`config.mk`:
```
export PLATFORM = sky130hd
export DESIGN_NAME = relay_output_point
export DESIGN_NICKNAME = d
export VERILOG_FILES = /design/src/hdl/relay_point_pkg.sv /design/src/hdl/relay_output_point.sv
export SDC_FILE = /design/constraint.sdc
export NUM_CORES = 1
export LEC_CHECK = 0
export BUFFER_PORTS_ARGS = -buffer_cell sky130_fd_sc_hd__clkbuf_2
export CAP_MARGIN = 15
export CORE_MARGIN = 1
export CORE_UTILIZATION = 50
export CTS_CLUSTER_SIZE = 20
export DETAILED_ROUTE_END_ITERATION = 10
export GPL_ROUTABILITY_DRIVEN = 0
export PLACE_DENSITY = 0.71
export SLEW_MARGIN = 5
export SYNTH_ARGS = -nofsm -noshare
export SYNTH_HDL_FRONTEND = slang
export SYNTH_SLANG_ARGS = --single-unit
```
`constraint.sdc`:
```
create_clock -name clk_i -period 8.4 [get_ports clk_i]
set_clock_uncertainty 0.1 [all_clocks]
set_input_delay 0.84 -clock clk_i [delete_from_list [all_inputs] [get_ports clk_i]]
set_output_delay 0.84 -clock clk_i [all_outputs]
set_load 0.03 [all_outputs]
```
`src/hdl/relay_point_pkg.sv`:
```
// Package with constants and types of the relay output point logic.
package relay_point_pkg;
  // Channel count and clock rate.
  localparam int NCH = 6;
  localparam int CLK_HZ = 50_000_000;
  // Exchange period with the controller, in milliseconds.
  localparam int CYCLE_TIME_MS = 1000;
  localparam int CYCLE_CLKS = CLK_HZ / 1000 * CYCLE_TIME_MS;
  // Settling time of the override switch-board filter, in microseconds.
  localparam int FILT_TIME_US = 10000;
  localparam int FILT_CLKS = CLK_HZ / 1_000_000 * FILT_TIME_US;
  // Register byte offsets.
  localparam logic [7:0] ADR_CMD = 8'h00;
  localparam logic [7:0] ADR_CFG = 8'h04;
  localparam logic [7:0] ADR_FEEDBACK = 8'h08;
  localparam logic [7:0] ADR_MAN_CNT = 8'h0C;
  localparam logic [7:0] ADR_FILT_CNT = 8'h10;
  localparam logic [7:0] ADR_IRQ_STAT = 8'h14;
  localparam logic [7:0] ADR_IRQ_MASK = 8'h18;
  localparam logic [7:0] ADR_POSITION = 8'h1C;
  // Field positions.
  localparam int CFG_SENSE_LSB = 8;
  localparam int FB_INV_LSB = 8;
  localparam int IRQ_CYCLE_BIT = 6;
  // Reset values and other fixed constants.
  localparam logic [5:0] CFG_EN_RST = 6'h3F;
  localparam logic [5:0] SENSE_RST = 6'h00;
  localparam logic [5:0] CH_RST = 6'h00;
  localparam logic [6:0] IRQ_RST = 7'h00;
  localparam logic [11:0] POS_RST = 12'h000;
  localparam logic [15:0] CNT_RST = 16'h0000;
  localparam logic [15:0] CNT_MAX = 16'hFFFF;
  localparam logic [31:0] WORD_ZERO = 32'h0000_0000;
  localparam logic [31:0] TIMER_RST = 32'h0000_0000;
  localparam logic [31:0] TIMER_ONE = 32'h0000_0001;
  // Override switch positions, two bits per channel.
  typedef enum logic [1:0] {
    OVR_AUTO = 2'h0,
    OVR_OFF = 2'h1,
    OVR_ON = 2'h2
  } ovr_pos_t;
  // Filter states.
  typedef enum logic {
    FILT_IDLE = 1'h0,
    FILT_HOLD = 1'h1
  } filt_state_t;
  // Feedback of all channels: invalid flags and actuator values.
  typedef struct packed {
    logic [5:0] inv;
    logic [5:0] val;
  } feedback_t;
endpackage

```
`src/hdl/relay_output_point.sv`:
```
// Six-channel relay output point with manual override and counters.
//
// Operation
// - Six channels, each relay driven from its own status value.
// - Each channel LED is dark when status is off, lit when on.
// - Values are exchanged with the controller once per second.
// - Normally-open energises relay on status 1; normally-closed inverts.
// - In automatic or with no override module, feedback equals command.
// - Manual position sets status; feedback marked invalid, value is actual.
// - Feedback sent on command write in auto, on switch change in manual.
// - Sixteen-bit counter counts every filtered override switch position transition.
// - Sixteen-bit counter counts each override filter activation.
// - Config 0 stops channel updates; config 1, the default, is binary.
module relay_output_point #(
  parameter int CYCLE_CLKS_P = relay_point_pkg::CYCLE_CLKS,
  parameter int FILT_CLKS_P = relay_point_pkg::FILT_CLKS
) (
  // Clock and reset.
  input wire logic clk_i,
  input wire logic rst_i,
  // Wishbone classic slave.
  input wire logic cyc_i,
  input wire logic stb_i,
  input wire logic we_i,
  input wire logic [7:0] adr_i,
  input wire logic [3:0] sel_i,
  input wire logic [31:0] dat_i,
  output logic [31:0] dat_o,
  output logic ack_o,
  // Override module.
  input wire logic override_fitted_i,
  input wire logic [11:0] override_board_i,
  // Relays, LEDs and feedback.
  output logic [5:0] relay_o,
  output logic [5:0] led_o,
  output relay_point_pkg::feedback_t feedback_o,
  output logic [5:0] feedback_send_o,
  output logic cycle_tick_o,
  output logic irq_o
);

  // Byte-lane merge of a write into an old register value.
  function automatic logic [31:0] wmerge(input logic [31:0] old,
                                         input logic [31:0] wd,
                                         input logic [3:0] sel);
    logic [31:0] m;
    m = {{8{sel[3]}}, {8{sel[2]}}, {8{sel[1]}}, {8{sel[0]}}};
    return (old & ~m) | (wd & m);
  endfunction

  // Number of set bits in a channel vector, sized for the counters.
  function automatic logic [15:0] ones(input logic [5:0] v);
    logic [15:0] n;
    n = relay_point_pkg::CNT_RST;
    for (int i = 0; i < relay_point_pkg::NCH; i++) begin
      n = n + {15'h0000, v[i]};
    end
    return n;
  endfunction

  // A position is manual when forced off or forced on.
  function automatic logic is_manual(input logic [1:0] p);
    return (p == relay_point_pkg::OVR_OFF) || (p == relay_point_pkg::OVR_ON);
  endfunction

  // Bus state.
  logic ack_r, ack_nxt;
  logic [31:0] dat_r, dat_nxt;
  logic [5:0] cmd_r, cmd_nxt;
  logic [5:0] cfg_en_r, cfg_en_nxt;
  logic [5:0] sense_r, sense_nxt;
  logic [6:0] irq_mask_r, irq_mask_nxt;
  logic wr, cmd_wr;
  logic [31:0] cfg_w;
  // Filter state.
  relay_point_pkg::filt_state_t filt_st_r, filt_st_nxt;
  logic [31:0] filt_cnt_r, filt_cnt_nxt;
  logic [11:0] board_r, board_nxt;
  logic [15:0] filt_act_r, filt_act_nxt;
  // Channel state.
  logic [11:0] pos_r, pos_nxt;
  logic [5:0] status_r, status_nxt;
  logic [5:0] relay_r, relay_nxt;
  logic [5:0] man_r, man_nxt;
  logic [5:0] send_r, send_nxt;
  logic [5:0] changed;
  logic [15:0] man_cnt_r, man_cnt_nxt;
  // Exchange timer and interrupts.
  logic [31:0] cyc_cnt_r, cyc_cnt_nxt;
  logic tick_r, tick_nxt;
  logic [6:0] irq_stat_r, irq_stat_nxt;
  logic irq_r, irq_nxt;

  // Bus decode. A write lands at the edge where the master sees ack, so
  // the register changes exactly when the master considers it done.
  always_comb begin
    ack_nxt = cyc_i & stb_i & ~ack_r;
    wr = cyc_i & stb_i & we_i & ack_r;
    cmd_wr = wr && (adr_i == relay_point_pkg::ADR_CMD) && sel_i[0];
    cmd_nxt = cmd_r;
    cfg_en_nxt = cfg_en_r;
    sense_nxt = sense_r;
    irq_mask_nxt = irq_mask_r;
    cfg_w = wmerge({18'h00000, sense_r, 2'h0, cfg_en_r}, dat_i, sel_i);
    if (cmd_wr) begin
      cmd_nxt = dat_i[5:0];
    end
    if (wr && adr_i == relay_point_pkg::ADR_CFG) begin
      cfg_en_nxt = cfg_w[5:0];
      sense_nxt = cfg_w[relay_point_pkg::CFG_SENSE_LSB +: 6];
    end
    if (wr && adr_i == relay_point_pkg::ADR_IRQ_MASK && sel_i[0]) begin
      irq_mask_nxt = dat_i[6:0];
    end
    dat_nxt = relay_point_pkg::WORD_ZERO;
    if (ack_nxt && !we_i) begin
      case (adr_i)
        relay_point_pkg::ADR_CMD: dat_nxt = {26'h0000000, cmd_r};
        relay_point_pkg::ADR_CFG:
          dat_nxt = {18'h00000, sense_r, 2'h0, cfg_en_r};
        relay_point_pkg::ADR_FEEDBACK: begin
          // Invalid flags sit in the second byte (bits 13:8), in line with the sense field.
          dat_nxt[relay_point_pkg::FB_INV_LSB +: 6] = feedback_o.inv;
          dat_nxt[5:0] = feedback_o.val;
        end
        relay_point_pkg::ADR_MAN_CNT: dat_nxt = {16'h0000, man_cnt_r};
        relay_point_pkg::ADR_FILT_CNT: dat_nxt = {16'h0000, filt_act_r};
        relay_point_pkg::ADR_IRQ_STAT: dat_nxt = {25'h0000000, irq_stat_r};
        relay_point_pkg::ADR_IRQ_MASK: dat_nxt = {25'h0000000, irq_mask_r};
        relay_point_pkg::ADR_POSITION: dat_nxt = {20'h00000, pos_r};
        default: dat_nxt = relay_point_pkg::WORD_ZERO;
      endcase
    end
  end

  always_ff @(posedge clk_i) begin
    if (rst_i) begin
      ack_r <= 1'b0;
      dat_r <= relay_point_pkg::WORD_ZERO;
      cmd_r <= relay_point_pkg::CH_RST;
      cfg_en_r <= relay_point_pkg::CFG_EN_RST;
      sense_r <= relay_point_pkg::SENSE_RST;
      irq_mask_r <= relay_point_pkg::IRQ_RST;
    end else begin
      ack_r <= ack_nxt;
      dat_r <= dat_nxt;
      cmd_r <= cmd_nxt;
      cfg_en_r <= cfg_en_nxt;
      sense_r <= sense_nxt;
      irq_mask_r <= irq_mask_nxt;
    end
  end

  // Switch-board filter. A difference between the raw board and the
  // accepted board starts a hold; the raw board is taken once it has
  // differed from it for the settling time, which hides contact bounce.
  always_comb begin
    filt_st_nxt = filt_st_r;
    filt_cnt_nxt = filt_cnt_r;
    board_nxt = board_r;
    filt_act_nxt = filt_act_r;
    case (filt_st_r)
      relay_point_pkg::FILT_IDLE: begin
        if (override_board_i != board_r) begin
          filt_st_nxt = relay_point_pkg::FILT_HOLD;
          filt_cnt_nxt = relay_point_pkg::TIMER_ONE;
          filt_act_nxt = filt_act_r + 16'h0001;
        end
      end
      relay_point_pkg::FILT_HOLD: begin
        if (override_board_i == board_r) begin
          filt_st_nxt = relay_point_pkg::FILT_IDLE;
        end else if (filt_cnt_r >= 32'(FILT_CLKS_P)) begin
          board_nxt = override_board_i;
          filt_st_nxt = relay_point_pkg::FILT_IDLE;
        end else begin
          filt_cnt_nxt = filt_cnt_r + relay_point_pkg::TIMER_ONE;
        end
      end
      default: filt_st_nxt = relay_point_pkg::FILT_IDLE;
    endcase
  end

  always_ff @(posedge clk_i) begin
    if (rst_i) begin
      filt_st_r <= relay_point_pkg::FILT_IDLE;
      filt_cnt_r <= relay_point_pkg::TIMER_RST;
      board_r <= relay_point_pkg::POS_RST;
      filt_act_r <= relay_point_pkg::CNT_RST;
    end else begin
      filt_st_r <= filt_st_nxt;
      filt_cnt_r <= filt_cnt_nxt;
      board_r <= board_nxt;
      filt_act_r <= filt_act_nxt;
    end
  end

  // One-second exchange timer.
  always_comb begin
    tick_nxt = (cyc_cnt_r == 32'(CYCLE_CLKS_P - 1));
    cyc_cnt_nxt = tick_nxt ? relay_point_pkg::TIMER_RST
                           : cyc_cnt_r + relay_point_pkg::TIMER_ONE;
  end

  // Channels. A missing override module reads as automatic everywhere.
  always_comb begin
    pos_nxt = override_fitted_i ? board_r : relay_point_pkg::POS_RST;
    status_nxt = status_r;
    relay_nxt = relay_r;
    man_nxt = man_r;
    send_nxt = relay_point_pkg::CH_RST;
    for (int c = 0; c < relay_point_pkg::NCH; c++) begin
      changed[c] = pos_nxt[2*c +: 2] != pos_r[2*c +: 2];
      if (cfg_en_r[c]) begin
        if (is_manual(pos_nxt[2*c +: 2])) begin
          status_nxt[c] = pos_nxt[2*c +: 2] == relay_point_pkg::OVR_ON;
          man_nxt[c] = 1'b1;
          send_nxt[c] = changed[c] | tick_nxt;
        end else begin
          status_nxt[c] = cmd_nxt[c];
          man_nxt[c] = 1'b0;
          send_nxt[c] = cmd_wr | changed[c] | tick_nxt;
        end
        relay_nxt[c] = status_nxt[c] ^ sense_nxt[c];
      end
    end
    man_cnt_nxt = man_cnt_r + ones(changed);
  end

  // Status bits are sticky; a new event wins over a clear written to it.
  always_comb begin
    irq_stat_nxt = irq_stat_r;
    if (wr && adr_i == relay_point_pkg::ADR_IRQ_STAT && sel_i[0]) begin
      irq_stat_nxt = irq_stat_r & ~dat_i[6:0];
    end
    irq_stat_nxt = irq_stat_nxt | {tick_nxt, send_nxt};
    irq_nxt = |(irq_stat_nxt & irq_mask_nxt);
  end

  always_ff @(posedge clk_i) begin
    if (rst_i) begin
      pos_r <= relay_point_pkg::POS_RST;
      status_r <= relay_point_pkg::CH_RST;
      relay_r <= relay_point_pkg::SENSE_RST;
      man_r <= relay_point_pkg::CH_RST;
      send_r <= relay_point_pkg::CH_RST;
      man_cnt_r <= relay_point_pkg::CNT_RST;
      cyc_cnt_r <= relay_point_pkg::TIMER_RST;
      tick_r <= 1'b0;
      irq_stat_r <= relay_point_pkg::IRQ_RST;
      irq_r <= 1'b0;
    end else begin
      pos_r <= pos_nxt;
      status_r <= status_nxt;
      relay_r <= relay_nxt;
      man_r <= man_nxt;
      send_r <= send_nxt;
      man_cnt_r <= man_cnt_nxt;
      cyc_cnt_r <= cyc_cnt_nxt;
      tick_r <= tick_nxt;
      irq_stat_r <= irq_stat_nxt;
      irq_r <= irq_nxt;
    end
  end

  // Outputs come straight from flip-flops; the LED mirrors the status.
  assign dat_o = dat_r;
  assign ack_o = ack_r;
  assign relay_o = relay_r;
  assign led_o = status_r;
  assign feedback_o = '{inv: man_r, val: status_r};
  assign feedback_send_o = send_r;
  assign cycle_tick_o = tick_r;
  assign irq_o = irq_r;
endmodule // relay_output_point

```
* Word-level counts from Yosys, hierarchy flattened
Index checks and enable logic that the tools add are counted.
Word-level totals: register bits 212
Operators by class: reduce and logical (&&, ||, !) cells 22, magnitude comparators 1, add/subtract/negate cells 9, eq/ne operators 31, multiplexer cells 47, bitwise logic cells 40
Operators by type and width (count):
- 32-bit 2-to-1 mux | 3
- 32-bit by 1-bit adder with 32-bit output (second input constant) | 2
- 32-bit one-hot mux with 2 select lines | 1
- 6-bit one-hot mux with 8 select lines | 1
- 1-bit 2-to-1 mux | 33
- 32-bit by 26-bit == test with 1-bit output (second input constant) | 1
- 8-bit by 5-bit == test with 1-bit output (second input constant) | 4
- 32-bit by 19-bit greater-or-equal comparator with 1-bit output (second input constant) | 1
- 6-bit one-hot mux with 5 select lines | 1
- 14-bit bitwise AND | 2
- 1-bit bitwise OR | 18
- 16-bit by 1-bit adder with 16-bit output (second input constant) | 1
- 16-bit by 6-bit adder with 16-bit output | 1
- 8-bit by 4-bit == test with 1-bit output (second input constant) | 2
- 7-bit bitwise AND | 2
- 7-bit 2-to-1 mux | 2
- 14-bit NOT | 1
- 14-bit bitwise OR | 1
- 12-bit == test | 1
- 2-bit by 1-bit == test with 1-bit output (second input constant) | 6
- 2-bit == test (second input constant) | 6
- 12-bit 2-to-1 mux | 1
- 6-bit 2-to-1 mux | 2
- 12-bit inequality test | 1
- other kinds (24) | 56

* Longest topological paths before layout
depth in word-level cells 12, depth in mapped cells 18

* Worst setup path before layout
No wires, ideal clock.
path type in2reg, start input override_fitted_i, end register man_cnt_r[12], arrival time 4.016 ns, setup time 0.128 ns, buffers on the path 1, path slack 4.157 ns, data required time 8.172 ns, cell stages on the path 18, cell sequence clkbuf_1 nor4bb_1 a2bb2oi_1 nand2_1 inv_1 fa_1 inv_1 fa_1 inv_1 fa_1 inv_1 fa_1 nor2b_1 o21ba_2 and3_1 nand2_1 xor2_1 nor2_1
Between the ends: word-level cells in the longest chain between the ends 8
Ends and longest elaborated chain:
- start, declared | line relay_output_point.sv:31 | input wire logic override_fitted_i,
- 12-bit 2-to-1 mux (*) | line relay_output_point.sv:207 | pos_nxt = override_fitted_i ? board_r : relay_point_pkg::POS_RST;
- 2-bit inequality test | line relay_output_point.sv:213 | changed[c] = pos_nxt[2*c +: 2] != pos_r[2*c +: 2];
- 1-bit by 1-bit adder with 2-bit output | line relay_output_point.sv:56 | n = n + {15'h0000, v[i]};
- 2-bit by 1-bit adder with 3-bit output | line relay_output_point.sv:56
- 3-bit by 1-bit adder with 4-bit output | line relay_output_point.sv:56
- 4-bit by 1-bit adder with 5-bit output | line relay_output_point.sv:56
- 5-bit by 1-bit adder with 6-bit output (*) | line relay_output_point.sv:56
- 16-bit by 6-bit adder with 16-bit output (*) | line relay_output_point.sv:227 | man_cnt_nxt = man_cnt_r + ones(changed);
- end signal, assigned | line relay_output_point.sv:247 | man_cnt_r <= relay_point_pkg::CNT_RST;
- end signal, assigned | line relay_output_point.sv:258 | man_cnt_r <= man_cnt_nxt;
- end, declared | line relay_output_point.sv:87 | logic [15:0] man_cnt_r, man_cnt_nxt;
Every way passes the cells marked *; elsewhere a longest branch is shown, timed or not. A chain may end at the register's enable or synchronous reset.

* Worst setup path after layout
Ends and elaborated chain as after synthesis.

==> results.md <==
- Yosys cell types: 67
- CP max FO: 21
- Layout net count: 1169
- Clk Latency, worst-skew pair: ~440 ps
- Number of fill cells: 1577
- Commonest cells after routing, fill and taps aside: dfxtp_1, nor2_1, clkbuf_2
- Row cnt: 48
- Number of CTS-inserted buffers: 17
- CTS hold repair buffers: 0
- Worst-margin pin slew: 1170 ps
- Drt pass-1 iters: 5
- Hold_ws: 361 ps
- Worst VDD drop: approximately 0.15 mV
- Worst slack, placed: roughly 3800 ps
- Leakage Power: 4.03 nW
- DR vias/cell: 5.76
- Maximum clock frequency: 237 MHz
- Post-Syn Area per Cell: 8.87 um2
- Area of the multi-input gates: 0.00475 mm2
- Initial DRC Count: 635
- Synth Register Bits: 196
- CTS Root Cell: clkbuf_16
- Worst slew margin: 0.213
- Ports: about 130
- Hold depth: 1
- DP Cell Count: 1296
- Global route overflow: 0
- Post-DRT Antenna Nets: 0
- Reg2Reg Depth: 16
- Vias in the first global route: 6700
- Die height: 137 um
- Hold Crit Endpoint: ack_o
- RSZ-0062 raised after global routing: false
- DP HPWL: 16300 um
- Critical setup path kind: in2reg
- Wire length per cell: 16.8 um
- Synth Warn #: 0
- Period utilization: 0.502
- Die ar.: 0.0187 mm2
- Pwr/cell area: 181 mW/mm2
- HP Start: ack_o
- Cell Count, Final, Fillers Out: 1328
- Seq/Total Area, Yosys: 0.432
- Setup violators final: 0
- Largest net degree at the start of global routing: 85
- Die width: 137 um
- Synthesis-to-layout area growth: 12.1%
- Commonest non-fill, non-tap cell in the layout: dfxtp_1
- HP Class: reg2reg
- Total power: 1.85 mW
- Number of flops mapped to enable cells by yosys: 0
- Register area: 0.00392 mm2
- Htree depth: 4
- CORE AREA: 0.0175 mm2
- Asr flop ratio synth: 0
- Global-route wire length before repair: 35100 um
- Global Route Usage Sum: 0.245
- Top cell type by total area after synthesis: dfxtp_1
- ANT cells: 0
- Worst Path Arrival: 4410 ps
- Reg2reg setup slack: 4280 ps
- Post-CTS setup buffer count: 0
- Reg2reg start: board_r[3]
- Critical Path RT: 8600 ps
- Clock Pin Slew Worst Setup and Hold Paths: 70 ps
- Outcome: complete, no violations
- Worst setup SP type: input port
- Starting Density: 0.518
- Routed WL: 22300 um
- Final min period: 4220 ps
- Drt drc: 0
- Cell count after synthesis: 1025
- Antenna violations before repair: 0
- Final Slew Violations: 0
- Port bufs: 89
- Via count of the routed design: 7655
- Reg2reg end: man_cnt_r[12]
- Final Hold Fails: 0
- Worst Slack Setup Final: 4180 ps
- Max Cap Viol: 0
- Clock sink count: 196
- Yosys top cell area share: 0.432
- Setup TNS: 0 ps
- Mapped Area: 0.00909 mm2
- CP Capture Type: register
- Cts repair resizes: 0
- Share of layout cells above drive strength 1: 0.141
- CTS tree: done
- Ys flop type: dfxtp_1
- Synth area leaders: dfxtp_1, nor2_1, xnor2_1, mux2i_1, nand2_1
- Maximum clock path buffer count: 2
layer usage:
layer  GRT usage  up-vias  routed length [um]
met1       0.353     3647               10700
met5           0        -                   0
li1            -     3722                   -
met2       0.373      260                9940
met4      0.0739        0                 305
met3      0.0400       26                1410
flip-flops by register name (all words and copies together) (netlist names), 7 cells and up, named ones only:
name	cells
dat_o	16
board_r	12
cyc_cnt_r	32
irq_stat_r	7
man_cnt_r	16
filt_act_r	16
irq_mask_r	7
filt_cnt_r	32
pos_r	12
logic make-up (layout without fill, tap and decap cells):
kind of cell | after synthesis | count (layout) | synth area share
simple gates | 417 | 417 | 0.232
flops | 196 | 196 | 0.432
compound gates | 179 | 179 | 0.141
buf+inv | 102 | 165 | 0.0534
xor+xnor | 73 | 73 | 0.0703
mux | 40 | 40 | 0.0443
fa+ha+maj | 17 | 17 | 0.0267
other cells | 1 | 16 | 0.000412
final cells by class:
cell class | instances | share of cell area
Timing Repair Buffer | 93 | 0.0469
Multi-Input combinational cell | 742 | 0.466
Tap cell | 225 | 0.0276
Clock buffer | 20 | 0.0448
Clock inverter | 12 | 0.0150
Inverter | 40 | 0.0147
Sequential cell | 196 | 0.385
synth_stat cells (5+ instances only):
| library cell | n |
|---|---|
| dfxtp_1 | 196 |
| nor2_1 | 139 |
| nand2_1 | 74 |
| xnor2_1 | 46 |
| nand3_1 | 41 |
| a21oi_1 | 40 |
| inv_1 | 40 |
| mux2i_1 | 38 |
| and2_1 | 31 |
| o21ai_0 | 28 |
| a22oi_1 | 27 |
| xor2_1 | 27 |
| clkbuf_1 | 26 |
| buf_4 | 24 |
| nand4_1 | 24 |
| nor3_1 | 23 |
| and3_1 | 17 |
| ha_1 | 13 |
| nor4_1 | 11 |
| a31oi_1 | 10 |
| or3_1 | 10 |
| a22o_1 | 9 |
| a211oi_1 | 8 |
| buf_1 | 7 |
| nor2b_1 | 7 |
| a221oi_1 | 6 |
| a222oi_1 | 6 |
| a31o_2 | 5 |
| and4_1 | 5 |
| nor4bb_1 | 5 |
| o211ai_1 | 5 |
critical path, cell delays in order:
cell and delay (ps):
clkbuf_2 330, o21ai_0 150, a22oi_1 510, fa_1 510
inv_1 80, fa_1 410, inv_1 90, fa_1 190
inv_1 60, fa_1 370, nor2b_1 190, o21ba_2 220
and3_1 190, nand2_1 60, xor2_1 140, nor2_1 50
worst max path at each step:
stage	startpoint	endpoint	slack (ps)	depth (start not counted)
floorplan	override_fitted_i	man_cnt_r[12]	4160	18
global placement	override_fitted_i	man_cnt_r[7]	3790	16
detailed placement	override_fitted_i	man_cnt_r[7]	3760	16
CTS	override_fitted_i	man_cnt_r[7]	4210	16
global route	override_fitted_i	man_cnt_r[14]	3910	16
finish	override_fitted_i	man_cnt_r[12]	4180	16
through the flow:
stage	util	area (um2)
floorplan	-	9150
global placement	0.546	9580
detailed placement	0.546	9580
CTS	0.581	10200
global route	0.581	10200
finish	0.581	10200
power breakdown:
group	total [mW]	switching, mW	internal (mW)
Combinational	0.0634	0.0462	0.0172
Clock	0.848	0.363	0.485
Sequential	0.936	0.00450	0.932
Power figures use the tool's default switching activity.
